$ cat src/include/vrz_pkg.sv
package vrz_pkg;

  localparam int NCH = 4;
  localparam int LVL_W = 8;
  localparam int ADDR_W = 12;
  localparam int DATA_W = 32;

  ////////////////////////////////////////////////////////////////////////////
  // register indices, byte address is four times the index
  localparam int IDX_LINE_A = 32'h62;
  localparam int IDX_LINE_B = 32'h63;
  localparam int IDX_PHONES_L = 32'h64;
  localparam int IDX_PHONES_R = 32'h65;
  localparam int IDX_CFG = 32'h88;
  localparam int IDX_OUT_CTRL = 32'h90;
  localparam int IDX_STATUS = 32'h91;

  localparam logic [ADDR_W-1:0] ADDR_LEVEL0 = ADDR_W'(IDX_LINE_A * 4);
  localparam logic [ADDR_W-1:0] ADDR_CFG = ADDR_W'(IDX_CFG * 4);
  localparam logic [ADDR_W-1:0] ADDR_OUT_CTRL = ADDR_W'(IDX_OUT_CTRL * 4);
  localparam logic [ADDR_W-1:0] ADDR_STATUS = ADDR_W'(IDX_STATUS * 4);

  ////////////////////////////////////////////////////////////////////////////
  // field positions
  localparam int CFG_ZC_BIT = 0;
  localparam int CFG_SLEW_BIT = 1;
  localparam int CFG_ENH_BIT = 2;
  localparam int OUTC_EN_BIT = 0;
  localparam int STAT_ON_BIT = 0;
  localparam int STAT_BUSY_BIT = 1;
  localparam int STAT_DOWN_BIT = 2;

  ////////////////////////////////////////////////////////////////////////////
  // reset values
  localparam logic [LVL_W-1:0] LEVEL_RST = 8'h00;
  localparam logic [2:0] CFG_RST = 3'h0;
  localparam logic OUTC_RST = 1'b0;
  localparam logic [LVL_W-1:0] MUTE_CODE = 8'h00;

  ////////////////////////////////////////////////////////////////////////////
  // timing
  localparam int CLK_KHZ = 250000;
  localparam int TMO_MS = 100;
  localparam int TMO_CYCLES = TMO_MS * CLK_KHZ;
  localparam int STEP_NS = 1000;
  localparam int STEP_CYCLES = (STEP_NS * (CLK_KHZ / 1000) + 999) / 1000;

  typedef enum logic [2:0] {
    ST_OFF = 3'b001,
    ST_ON = 3'b010,
    ST_DOWN = 3'b100
  } vrz_state_e;

endpackage

$ cat src/include/vrz_ch_if.sv
`timescale 1ns/1ps
interface vrz_ch_if;
  logic [7:0] target;
  logic zc_en;
  logic slew_en;
  logic enh_en;
  logic force_mute;
  logic step_tick;
  logic zc;
  logic [7:0] gain;
  logic settled;

  modport ctl (
    output target, zc_en, slew_en, enh_en, force_mute, step_tick, zc,
    input gain, settled
  );
  modport ch (
    input target, zc_en, slew_en, enh_en, force_mute, step_tick, zc,
    output gain, settled
  );
endinterface

$ cat src/core/vrz_chan.sv
`timescale 1ns/1ps
module vrz_chan #(
  parameter int TMO_CYCLES = vrz_pkg::TMO_CYCLES
) (
  input wire logic mclk,
  input wire logic rst_b,
  vrz_ch_if.ch chi
);
  import vrz_pkg::*;

  localparam int TW = $clog2(TMO_CYCLES + 1);

  logic [7:0] req;
  logic [7:0] gain;
  logic [TW-1:0] tmr;
  logic [7:0] next_req;
  logic [7:0] next_gain;
  logic [TW-1:0] next_tmr;
  logic [7:0] eff_tgt;
  logic tmo;
  logic apply;

  always_comb begin
    eff_tgt = chi.force_mute ? MUTE_CODE : chi.target;
    tmo = (tmr == TW'(TMO_CYCLES - 1));
    next_req = req;
    if (req != eff_tgt) begin
      if (!chi.slew_en) begin
        next_req = eff_tgt;
      end else if (chi.step_tick && (!chi.enh_en || gain == req)) begin
        // one smallest step toward the target
        next_req = (eff_tgt > req) ? req + 8'h01 : req - 8'h01;
      end
    end
    // held until midpoint crossing or timeout, immediate without detection
    apply = (gain != req) && (!chi.zc_en || chi.zc || tmo);
    next_gain = apply ? req : gain;
    if (apply || gain == req || next_req != req) begin
      next_tmr = '0;
    end else begin
      next_tmr = tmr + TW'(1);
    end
  end

  always_ff @(posedge mclk or negedge rst_b) begin
    if (!rst_b) begin
      req <= MUTE_CODE;
      gain <= MUTE_CODE;
      tmr <= '0;
    end else begin
      req <= next_req;
      gain <= next_gain;
      tmr <= next_tmr;
    end
  end

  assign chi.gain = gain;
  assign chi.settled = (gain == eff_tgt) && (req == eff_tgt);

endmodule // vrz_chan

$ cat src/core/vrz_top.sv
`timescale 1ns/1ps
// How it works
// - with midpoint detection on, a gain change waits until the audio crosses its midpoint.
// - a pending change is applied anyway once 100 ms pass without a crossing.
// - every gain stage and output volume control has its own deferred-update channel.
// - with slewing on, the requested level moves one smallest step at a time through every setting.
// - at turn-on with slewing, the level is muted before the output enables, then ramps up.
// - at turn-off with slewing, the level ramps down to mute before the outputs disable.
// - in enhanced mode no new step is requested until the previous one has been applied.
// - in enhanced mode with midpoint detection on, each step lands on a crossing or on the timeout, whichever is first.
// - during a turn-off ramp the enhanced setting is ignored.
module vrz_top #(
  parameter int TMO_CYCLES = vrz_pkg::TMO_CYCLES
) (
  input wire logic mclk,
  input wire logic rst_b,
  input wire logic psel,
  input wire logic penable,
  input wire logic pwrite,
  input wire logic [vrz_pkg::ADDR_W-1:0] paddr,
  input wire logic [vrz_pkg::DATA_W-1:0] pwdata,
  output logic [vrz_pkg::DATA_W-1:0] prdata,
  output logic pready,
  output logic pslverr,
  input wire logic [vrz_pkg::NCH-1:0] zc_det,
  output logic [vrz_pkg::NCH-1:0][vrz_pkg::LVL_W-1:0] gain_code,
  output logic out_en
);
  import vrz_pkg::*;

  localparam int SW = $clog2(STEP_CYCLES + 1);

  ////////////////////////////////////////////////////////////////////////////
  // register file

  logic [NCH-1:0][LVL_W-1:0] level;
  logic [2:0] cfg;
  logic outc_en;
  logic [DATA_W-1:0] rdata;
  logic [NCH-1:0][LVL_W-1:0] next_level;
  logic [2:0] next_cfg;
  logic next_outc_en;
  logic [DATA_W-1:0] next_rdata;
  logic setup;
  logic wr;
  logic hit;
  logic [DATA_W-1:0] rd_mux;

  vrz_state_e state;
  vrz_state_e next_state;
  logic [NCH-1:0] settled;
  logic all_settled;

  always_comb begin
    hit = 1'b0;
    rd_mux = '0;
    for (int i = 0; i < NCH; i++) begin
      if (paddr == ADDR_LEVEL0 + ADDR_W'(i * 4)) begin
        hit = 1'b1;
        rd_mux = {24'h000000, level[i]};
      end
    end
    if (paddr == ADDR_CFG) begin
      hit = 1'b1;
      rd_mux = {29'h0, cfg};
    end
    if (paddr == ADDR_OUT_CTRL) begin
      hit = 1'b1;
      rd_mux = {31'h0, outc_en};
    end
    if (paddr == ADDR_STATUS) begin
      hit = 1'b1;
      rd_mux = '0;
      rd_mux[STAT_ON_BIT] = out_en;
      rd_mux[STAT_BUSY_BIT] = ~all_settled;
      rd_mux[STAT_DOWN_BIT] = (state == ST_DOWN);
    end
  end

  // zero-wait slave: read data is captured in the setup cycle
  assign setup = psel && !penable;
  assign wr = psel && penable && pwrite && hit;
  assign pready = 1'b1;
  assign pslverr = psel && penable && !hit;

  always_comb begin
    next_level = level;
    next_cfg = cfg;
    next_outc_en = outc_en;
    next_rdata = rdata;
    if (setup && !pwrite) begin
      next_rdata = rd_mux;
    end
    if (wr) begin
      for (int i = 0; i < NCH; i++) begin
        if (paddr == ADDR_LEVEL0 + ADDR_W'(i * 4)) begin
          next_level[i] = pwdata[LVL_W-1:0];
        end
      end
      if (paddr == ADDR_CFG) begin
        next_cfg = pwdata[2:0];
      end
      if (paddr == ADDR_OUT_CTRL) begin
        next_outc_en = pwdata[OUTC_EN_BIT];
      end
    end
  end

  always_ff @(posedge mclk or negedge rst_b) begin
    if (!rst_b) begin
      level <= {NCH{LEVEL_RST}};
      cfg <= CFG_RST;
      outc_en <= OUTC_RST;
      rdata <= '0;
    end else begin
      level <= next_level;
      cfg <= next_cfg;
      outc_en <= next_outc_en;
      rdata <= next_rdata;
    end
  end

  assign prdata = rdata;

  ////////////////////////////////////////////////////////////////////////////
  // step pacing

  logic [SW-1:0] step_cnt;
  logic [SW-1:0] next_step_cnt;
  logic step_tick;

  always_comb begin
    step_tick = (step_cnt == SW'(STEP_CYCLES - 1));
    next_step_cnt = step_tick ? '0 : step_cnt + SW'(1);
  end

  always_ff @(posedge mclk or negedge rst_b) begin
    if (!rst_b) begin
      step_cnt <= '0;
    end else begin
      step_cnt <= next_step_cnt;
    end
  end

  ////////////////////////////////////////////////////////////////////////////
  // output power sequencer

  logic force_mute;
  logic enh_eff;

  always_comb begin
    next_state = state;
    case (state)
      ST_OFF: begin
        // with slewing on, enable only once every channel sits at mute; without it, enable at once
        if (outc_en && (!cfg[CFG_SLEW_BIT] || all_settled)) begin
          next_state = ST_ON;
        end
      end
      ST_ON: begin
        if (!outc_en) begin
          next_state = cfg[CFG_SLEW_BIT] ? ST_DOWN : ST_OFF;
        end
      end
      ST_DOWN: begin
        if (all_settled) begin
          next_state = ST_OFF;
        end
      end
      default: begin
        next_state = ST_OFF;
      end
    endcase
  end

  always_ff @(posedge mclk or negedge rst_b) begin
    if (!rst_b) begin
      state <= ST_OFF;
    end else begin
      state <= next_state;
    end
  end

  assign out_en = (state == ST_ON) || (state == ST_DOWN);
  assign force_mute = (state != ST_ON);
  assign enh_eff = cfg[CFG_ENH_BIT] && (state != ST_DOWN);
  assign all_settled = &settled;

  ////////////////////////////////////////////////////////////////////////////
  // one deferred-update channel per gain stage

  for (genvar g = 0; g < NCH; g++) begin : g_ch
    vrz_ch_if chi ();

    assign chi.target = level[g];
    assign chi.zc_en = cfg[CFG_ZC_BIT];
    assign chi.slew_en = cfg[CFG_SLEW_BIT];
    assign chi.enh_en = enh_eff;
    assign chi.force_mute = force_mute;
    assign chi.step_tick = step_tick;
    assign chi.zc = zc_det[g];

    vrz_chan #(
      .TMO_CYCLES(TMO_CYCLES)
    ) u_chan (
      .mclk(mclk),
      .rst_b(rst_b),
      .chi(chi.ch)
    );

    assign gain_code[g] = chi.gain;
    assign settled[g] = chi.settled;
  end

endmodule // vrz_top

$ cat config.mk
export PLATFORM = sky130hd
export DESIGN_NAME = vrz_top
export DESIGN_NICKNAME = d
export VERILOG_FILES = /design/src/include/vrz_pkg.sv /design/src/include/vrz_ch_if.sv /design/src/core/vrz_chan.sv /design/src/core/vrz_top.sv
export SDC_FILE = /design/constraint.sdc
export NUM_CORES = 1
export LEC_CHECK = 0
export BUFFER_PORTS_ARGS = -buffer_cell sky130_fd_sc_hd__buf_2
export CORE_MARGIN = 5
export CORE_UTILIZATION = 50
export CTS_BUF_LIST = sky130_fd_sc_hd__clkbuf_16
export CTS_CLUSTER_DIAMETER = 200
export CTS_CLUSTER_SIZE = 16
export DETAILED_ROUTE_END_ITERATION = 8
export GPL_ROUTABILITY_DRIVEN = 0
export PLACE_DENSITY = 0.65
export SETUP_SLACK_MARGIN = 0.1
export SYNTH_ARGS = -nofsm -noshare
export SYNTH_HDL_FRONTEND = slang
export SYNTH_SLANG_ARGS = --single-unit
export TNS_END_PERCENT = 10
$ cat constraint.sdc
create_clock -name mclk -period 6.9 [get_ports mclk]
set_clock_uncertainty 0.2 [all_clocks]
set_input_delay 1.035 -clock mclk [delete_from_list [all_inputs] [get_ports mclk]]
set_output_delay 1.035 -clock mclk [all_outputs]
set_load 0.005 [all_outputs]
* Word-level counts from Yosys, hierarchy flattened
Cells that the tools add are included.
** Storage, ports and cells
- Flip-flop bits (word level) :: 243
- Input port bits :: 53
- Output and inout port bits :: 67
- Word-level logic and storage cells :: 183
** Cells by class
- Add/sub/neg operators :: 13
- $lt $le $gt $ge :: 4
- Eq/ne operators :: 44
- Multiplexer cells :: 44
- Bitwise operators :: 1
- Reductions and logical operators :: 56
** Operator list (count)
- $mux W8 :: 23
- $mux W32 :: 5
- $add A25 B1 Y25 const B :: 4
- $eq A25 B25 Y1 const B :: 4
- $mux W25 :: 4
- $eq A8 B8 Y1 :: 12
- $ne A8 B8 Y1 :: 12
- $eq A12 B9 Y1 const B :: 4
- $add A8 B1 Y8 const B :: 5
- $eq A12 B10 Y1 const B :: 3
- $gt A8 B8 Y1 :: 4
- $sub A8 B1 Y8 const B :: 4
- $logic_or A1 B1 Y1 :: 22
- $logic_and A1 B1 Y1 :: 20
- $mux W3 :: 4
- $reduce_and A2 Y1 :: 6
- $pmux W3 S3 :: 1
- $eq A8 B8 Y1 const B :: 1
- $mux W1 :: 7
- $logic_not A1 Y1 :: 6
- $ne A2 B2 Y1 const B :: 3
- $reduce_and A4 Y1 :: 1
- $eq A3 B1 Y1 const B :: 1
- $eq A3 B2 Y1 const B :: 1
- 5 further kinds :: 5

* Logic depth before layout (Yosys ltp)
- Depth in word-level cells :: 11
- Gate-level depth with buffers :: 22
- Depth with buffers taken out :: 18

* Cells and area by module
From an unflattened synthesis, not the netlist that was laid out.
** Second synthesis, totals
- Cells, all modules :: 1483
- Area, all modules :: 14132.3 um^2
** Modules (own cells, without submodules)
- vrz_chan at g_ch[0].u_chan ... :: times used 3, cells each 299, area an instance 2763.9 um^2, sequential area each 1026.0 um^2
- vrz_top :: times used 1, cells each 262, area an instance 2965.3 um^2, sequential area each 1377.6 um^2
- vrz_chan at g_ch[3].u_chan :: times used 1, cells each 324, area an instance 2875.3 um^2, sequential area each 1026.0 um^2

* Worst setup path after synthesis
No wires, ideal clock.
- Kind :: reg2reg
- Start point :: register state[2]
- End point :: register g_ch[2].u_chan.tmr[18]
- Library setup time :: 0.119 ns
- Data arrival time :: 4.740 ns
- Data required time :: 6.581 ns
- Slack :: 1.841 ns
- Stages on the path, launching flop included :: 20
- Path buffers :: 4
- Period minus slack after synthesis :: 5.059 ns
- Path through :: dfrtp_1 nor3b_4 buf_4 buf_6 clkbuf_1 and2_1 ha_1 a31o_2 a221o_1 a2bb2oi_2 ha_1 nor2b_1 o31a_1 or4_4 a311oi_1 a211o_1 a22oi_1 o311ai_2 buf_6 nor2_1
** Between the ends
- Cells in the longest elaborated chain, start to end :: 11
- Elaborated cells between the ends (all ways) :: 16
- Classes of those cells :: 1 x order compare; 4 x eq/ne; 6 x mux; 5 x reduce/logical
** Ends and longest elaborated chain
- start: declaration :: line vrz_top.sv:49 : vrz_state_e state;
- start signal: assignment :: line vrz_top.sv:180 : state <= next_state;
- parallel branches: the longest is 7 deep, another holds $gt A8 B8 Y1
- $mux W8 (*) :: line vrz_chan.sv:27 : if (req != eff_tgt) begin
- $ne A8 B8 Y1 (*) :: line vrz_chan.sv:38 : if (apply || gain == req || next_req != req) begin
- $logic_or A1 B1 Y1 (*) :: line vrz_chan.sv:38
- $mux W25 (*) :: line vrz_chan.sv:38
- via g_ch[2].u_chan.next_tmr[18] :: line vrz_chan.sv:18 : logic [TW-1:0] next_tmr;
- end signal: assignment :: line vrz_chan.sv:53 : tmr <= next_tmr;
- end: declaration :: line vrz_chan.sv:15 : logic [TW-1:0] tmr;
Mark *: on every way through the listed nets, which the timed path passes.
A chain may end at the register's enable or synchronous reset.

* Final worst setup path
- Start point :: register state[2]
- End point :: register g_ch[2].u_chan.tmr[5]
The elaborated chain is that of the path after synthesis.

==> reports/results.env <==
GRT_MAX_DEGREE=97
ARRIVAL_PS=6320
TOTAL_SWITCHING_POWER_uW=599.2
LEAKAGE_uW=0.006846
AVGVIACOUNTPERCELL=6.005
NUMBER_OF_FILL_CELLS_IN_THE_LAYOUT=2722
YS_ASYNC_SR_FRACTION=1.000
AREAGROWTHSYNTHTOFINISH_PCT=6.174
FINAL_CELL_MIX='217 x sky130_fd_sc_hd__dfrtp_1, 178 x sky130_fd_sc_hd__nor2_1, 129 x sky130_fd_sc_hd__nand2_1'
HOLD_VIOL_FINAL=0
WHS_ENDPOINT='g_ch[0].u_chan.tmr[0]'
PLACEMENT.IO_BUFFERS=70
CLOCK.FMAX_MHz=162.6
ROUTE.DETAILED.WL_PER_INST_UM=18.76
PLACE.DETAILED.HPWL_MM=27.88
CLOCK_LATENCY_PS=500
CTS.PATH.MAX_BUFFERS=3
WL_MM=38.58
FINAL.PERIOD_UTILIZATION=0.8911
DIE_X_UM=183.0
HOLD_PATH.STARTPOINT='g_ch[0].u_chan.tmr[0]'
DPL.CELL_COUNT=2031
R2R_SLACK_PS=750
FIN_CRIT_PS=6149
OUTCOME='completed'
DRT_FIRST_PASS_ITERS=8
AVGSYNTHCELLAREA_UM2=9.130
CRITICAL_PATH.REG2REG.STARTPOINT='state[2]'
PWR-SHARE-SEQ=0.543
ANTENNADIODECOUNT=0
CTS_POST_SETUP_BUFFERS_INSERTED=0
FLOORPLAN.CORE_AREA_UM2=29560
YS_SEQ_ELEMENTS=219
SYN_AREA_UM2=14960
CLK_ROOT_BUFFER_CELL='sky130_fd_sc_hd__clkbuf_16'
WORST-R2R-CELL-COUNT=17
SYNTH_EDF_COUNT=0
CTS.SINKS=219
SETUP-VIOLATIONS-FINAL=0
DIE_AREA_UM2=33470
POST_ROUTE_CELLS_DRIVE_ABOVE_1_SHARE=0.1200
CP-END-KIND='register'
MAX-SLEW-MARGIN-REL=0.2071
GLOBALROUTEOVERFLOWTOTAL=0
SYNTHCELLS=1638
INSTANCES_NO_FILL=2056
INTERNAL_POWER_uW=1798
DR_TOTAL_VIAS=12347
GR-USAGE-ALL-LAYERS=0.2255
REMAINING_DRC_ERRORS=0
POWER.CLOCK.FRACTION=0.383
WORST_EP_REQUIRED_TIME_PS=7070
CLOCK_PIN_TRANSITION_ON_THE_WORST_SETUP_AND_HOLD_TIMING_PATHS_PS=80
NETLIST-CELL-TYPE-COUNT=93
DRV_SLEW=0
PLACEMENTROWS=63
ANTENNA_FOUND_INITIAL=0
GRT_FIRST_PASS_WIRELENGTH_MM=62.71
MIN_DELAY_PATH_DEPTH=1
ROUTE.ANTENNA.REMAINING_NETS=0
WORSTSETUPSTARTPOINTTYPE='register'
POST_CTS_RESIZED=0
LAYOUT.NETS=1771
VDD_DROP_MAX_uV=124.1
NUMBER_OF_GLOBAL_ROUTE_VIAS_BEFORE_REPAIR=11871
YS_WARNINGS=0
TOTAL_POWER_uW=2397
POWER_DENSITY_nW_PER_UM2=150.9
TIMING_WORST_SETUP_PATH_TYPE='register to register'
PLACED_AREA_UM2=15410
WHS_PS=284.1
HOLD_BUFFERS=0
R2R-END='g_ch[2].u_chan.tmr[5]'
TRITONCTS.NUM_BUFFERS=17
CTS_TREE='done'
CTSHTREEMAXLEVEL=1
MOST_COMMON_CELL_AFTER_LAYOUT_FILL_AND_TAPS_ASIDE='sky130_fd_sc_hd__dfrtp_1'
SETUP-TNS-FINAL_PS=0
UNREPAIRED_SETUP_ENDPOINTS_AFTER_GLOBAL_ROUTING='false'
NUMBER_OF_TOP_LEVEL_PINS=120
FIRST_ITER_VIOLATIONS=971
FINALINSTANCEAREA_UM2=15880
YOSYS_MOST_USED_DFF='sky130_fd_sc_hd__dfrtp_1'
FLOORPLAN.INITIALDENSITY=0.5059
CRIT_FANOUT=28
POWER.SWITCHING_FRACTION=0.2500
POWER.COMBINATIONAL.FRACTION=0.074
HP-CLASS='register to register'
FP.DIEH_UM=183.0
MAXCAPVIOLCOUNT=0
SEQ_AREA_FRAC_SYNTH=0.3665
TIMING_WORST_SLEW_PIN_VALUE_PS=1188
## synthesized netlist by cell type (5+ instances only)
master	instances	area share
sky130_fd_sc_hd__a211o_1	5	0.0029
sky130_fd_sc_hd__a21o_1	9	0.0045
sky130_fd_sc_hd__a21oi_1	48	0.016
sky130_fd_sc_hd__a221o_1	8	0.0054
sky130_fd_sc_hd__a221oi_1	15	0.0088
sky130_fd_sc_hd__a22o_1	8	0.0047
sky130_fd_sc_hd__a22oi_1	5	0.0025
sky130_fd_sc_hd__a31oi_1	30	0.013
sky130_fd_sc_hd__and2_1	24	0.010
sky130_fd_sc_hd__and3_1	39	0.016
sky130_fd_sc_hd__and4_1	6	0.0035
sky130_fd_sc_hd__buf_1	7	0.0018
sky130_fd_sc_hd__buf_2	10	0.0033
sky130_fd_sc_hd__buf_4	32	0.016
sky130_fd_sc_hd__buf_6	9	0.0068
sky130_fd_sc_hd__clkbuf_1	44	0.011
sky130_fd_sc_hd__dfrtp_1	218	0.36
sky130_fd_sc_hd__ha_1	54	0.045
sky130_fd_sc_hd__inv_1	58	0.015
sky130_fd_sc_hd__mux2_2	55	0.041
sky130_fd_sc_hd__nand2_1	129	0.032
sky130_fd_sc_hd__nand2b_1	6	0.0025
sky130_fd_sc_hd__nand3_1	73	0.024
sky130_fd_sc_hd__nand4_1	21	0.0088
sky130_fd_sc_hd__nor2_1	178	0.045
sky130_fd_sc_hd__nor2b_1	11	0.0046
sky130_fd_sc_hd__nor3_1	52	0.017
sky130_fd_sc_hd__nor3_2	20	0.013
sky130_fd_sc_hd__nor3b_1	10	0.0050
sky130_fd_sc_hd__nor4_1	22	0.0092
sky130_fd_sc_hd__nor4bb_1	20	0.013
sky130_fd_sc_hd__o211ai_1	5	0.0025
sky130_fd_sc_hd__o21a_1	6	0.0030
sky130_fd_sc_hd__o21ai_0	56	0.019
sky130_fd_sc_hd__o221ai_1	7	0.0041
sky130_fd_sc_hd__o22ai_1	17	0.0071
sky130_fd_sc_hd__o31a_1	7	0.0041
sky130_fd_sc_hd__o31ai_1	10	0.0050
sky130_fd_sc_hd__o32ai_1	18	0.011
sky130_fd_sc_hd__or3_1	5	0.0021
sky130_fd_sc_hd__xnor2_1	103	0.060
sky130_fd_sc_hd__xor2_1	92	0.054
## worst max-delay path by stage
stage	end	cells after the start	from	slack [ps]
after floorplan	g_ch[2].u_chan.tmr[18]	19	state[2]	1840
after global placement	g_ch[2].u_chan.tmr[2]	17	state[1]	940
after detailed placement	g_ch[3].u_chan.tmr[2]	18	state[1]	780
after CTS	g_ch[3].u_chan.tmr[2]	18	state[1]	770
after global routing	g_ch[3].u_chan.tmr[2]	18	state[1]	250
final	g_ch[2].u_chan.tmr[5]	17	state[2]	750
## layout make-up
cell class,instances,area (µm²),share of cell area
clock inverters,8,38.79,0.002443
multi-input cells,1281,8772,0.5524
well taps,390,488.0,0.03073
flip-flops and latches,219,5483,0.3453
inverters,59,221.5,0.01395
repair buffers,82,450.4,0.02837
clock buffers,17,425.4,0.02679
## power by group through the flow
| stage | Clock (µW) | Sequential, µW | Combinational [µW] |
|---|---|---|---|
| floorplan | 0 | 1320 | 119 |
| global placement | 0 | 1330 | 175 |
| detailed placement | 0 | 1330 | 177 |
| CTS | 949 | 1300 | 178 |
| global route | 995 | 1300 | 200 |
| finish | 919 | 1300 | 177 |
## registers in the layout, summed over array words and instances (netlist names)
name	cells
cfg	3
g_ch.chi.target	32
state	3
g_ch.u_chan.req	32
step_cnt	8
prdata	8
g_ch.u_chan.chi.gain	32
outc_en	1
g_ch.u_chan.tmr	100
## worst max-delay path, stage by stage (launching register included)
cell and delay (ps):
sky130_fd_sc_hd__dfrtp_1 640, sky130_fd_sc_hd__nor3b_4 1060, sky130_fd_sc_hd__buf_4 310, sky130_fd_sc_hd__and2_1 170, sky130_fd_sc_hd__ha_1 230, sky130_fd_sc_hd__and4_1 200, sky130_fd_sc_hd__a221o_1 340, sky130_fd_sc_hd__a2bb2oi_2 400
sky130_fd_sc_hd__ha_1 350, sky130_fd_sc_hd__nor2b_1 160, sky130_fd_sc_hd__o31a_1 290, sky130_fd_sc_hd__or4_4 450, sky130_fd_sc_hd__a311oi_1 270, sky130_fd_sc_hd__a211o_1 160, sky130_fd_sc_hd__a22oi_1 100, sky130_fd_sc_hd__o311ai_4 260
sky130_fd_sc_hd__buf_4 340, sky130_fd_sc_hd__nor2_1 90
## routing by layer
layer | vias to the layer above | track usage | part of all wire
met2 | 371 | 0.3677 | 0.47
met4 | 0 | 0.06943 | 0.030
met1 | 5998 | 0.3127 | 0.45
met3 | 62 | 0.03332 | 0.057
met5 | - | 0 | 0
li1 | 5916 | - | -
## metrics by stage
step                utilization  worst slack (ps)
floorplan                     -              1841
finish                   0.5372             751.2
detailed placement       0.5215             784.8
global placement         0.5215             941.1
CTS                      0.5372             767.2
global route             0.5372             251.9
## logic make-up (layout without fill, tap and decap cells)
family	count (synthesis)	count (layout)	share of synthesized area
simple gates	643	643	0.2268
compound gates	303	303	0.1445
flops	219	219	0.3665
xor+xnor	196	196	0.1153
buf+inv	161	166	0.05379
fa+ha+maj	58	58	0.05053
mux	56	56	0.04208
other cells	2	25	0.0005022
(Power assumes the default switching activity.)
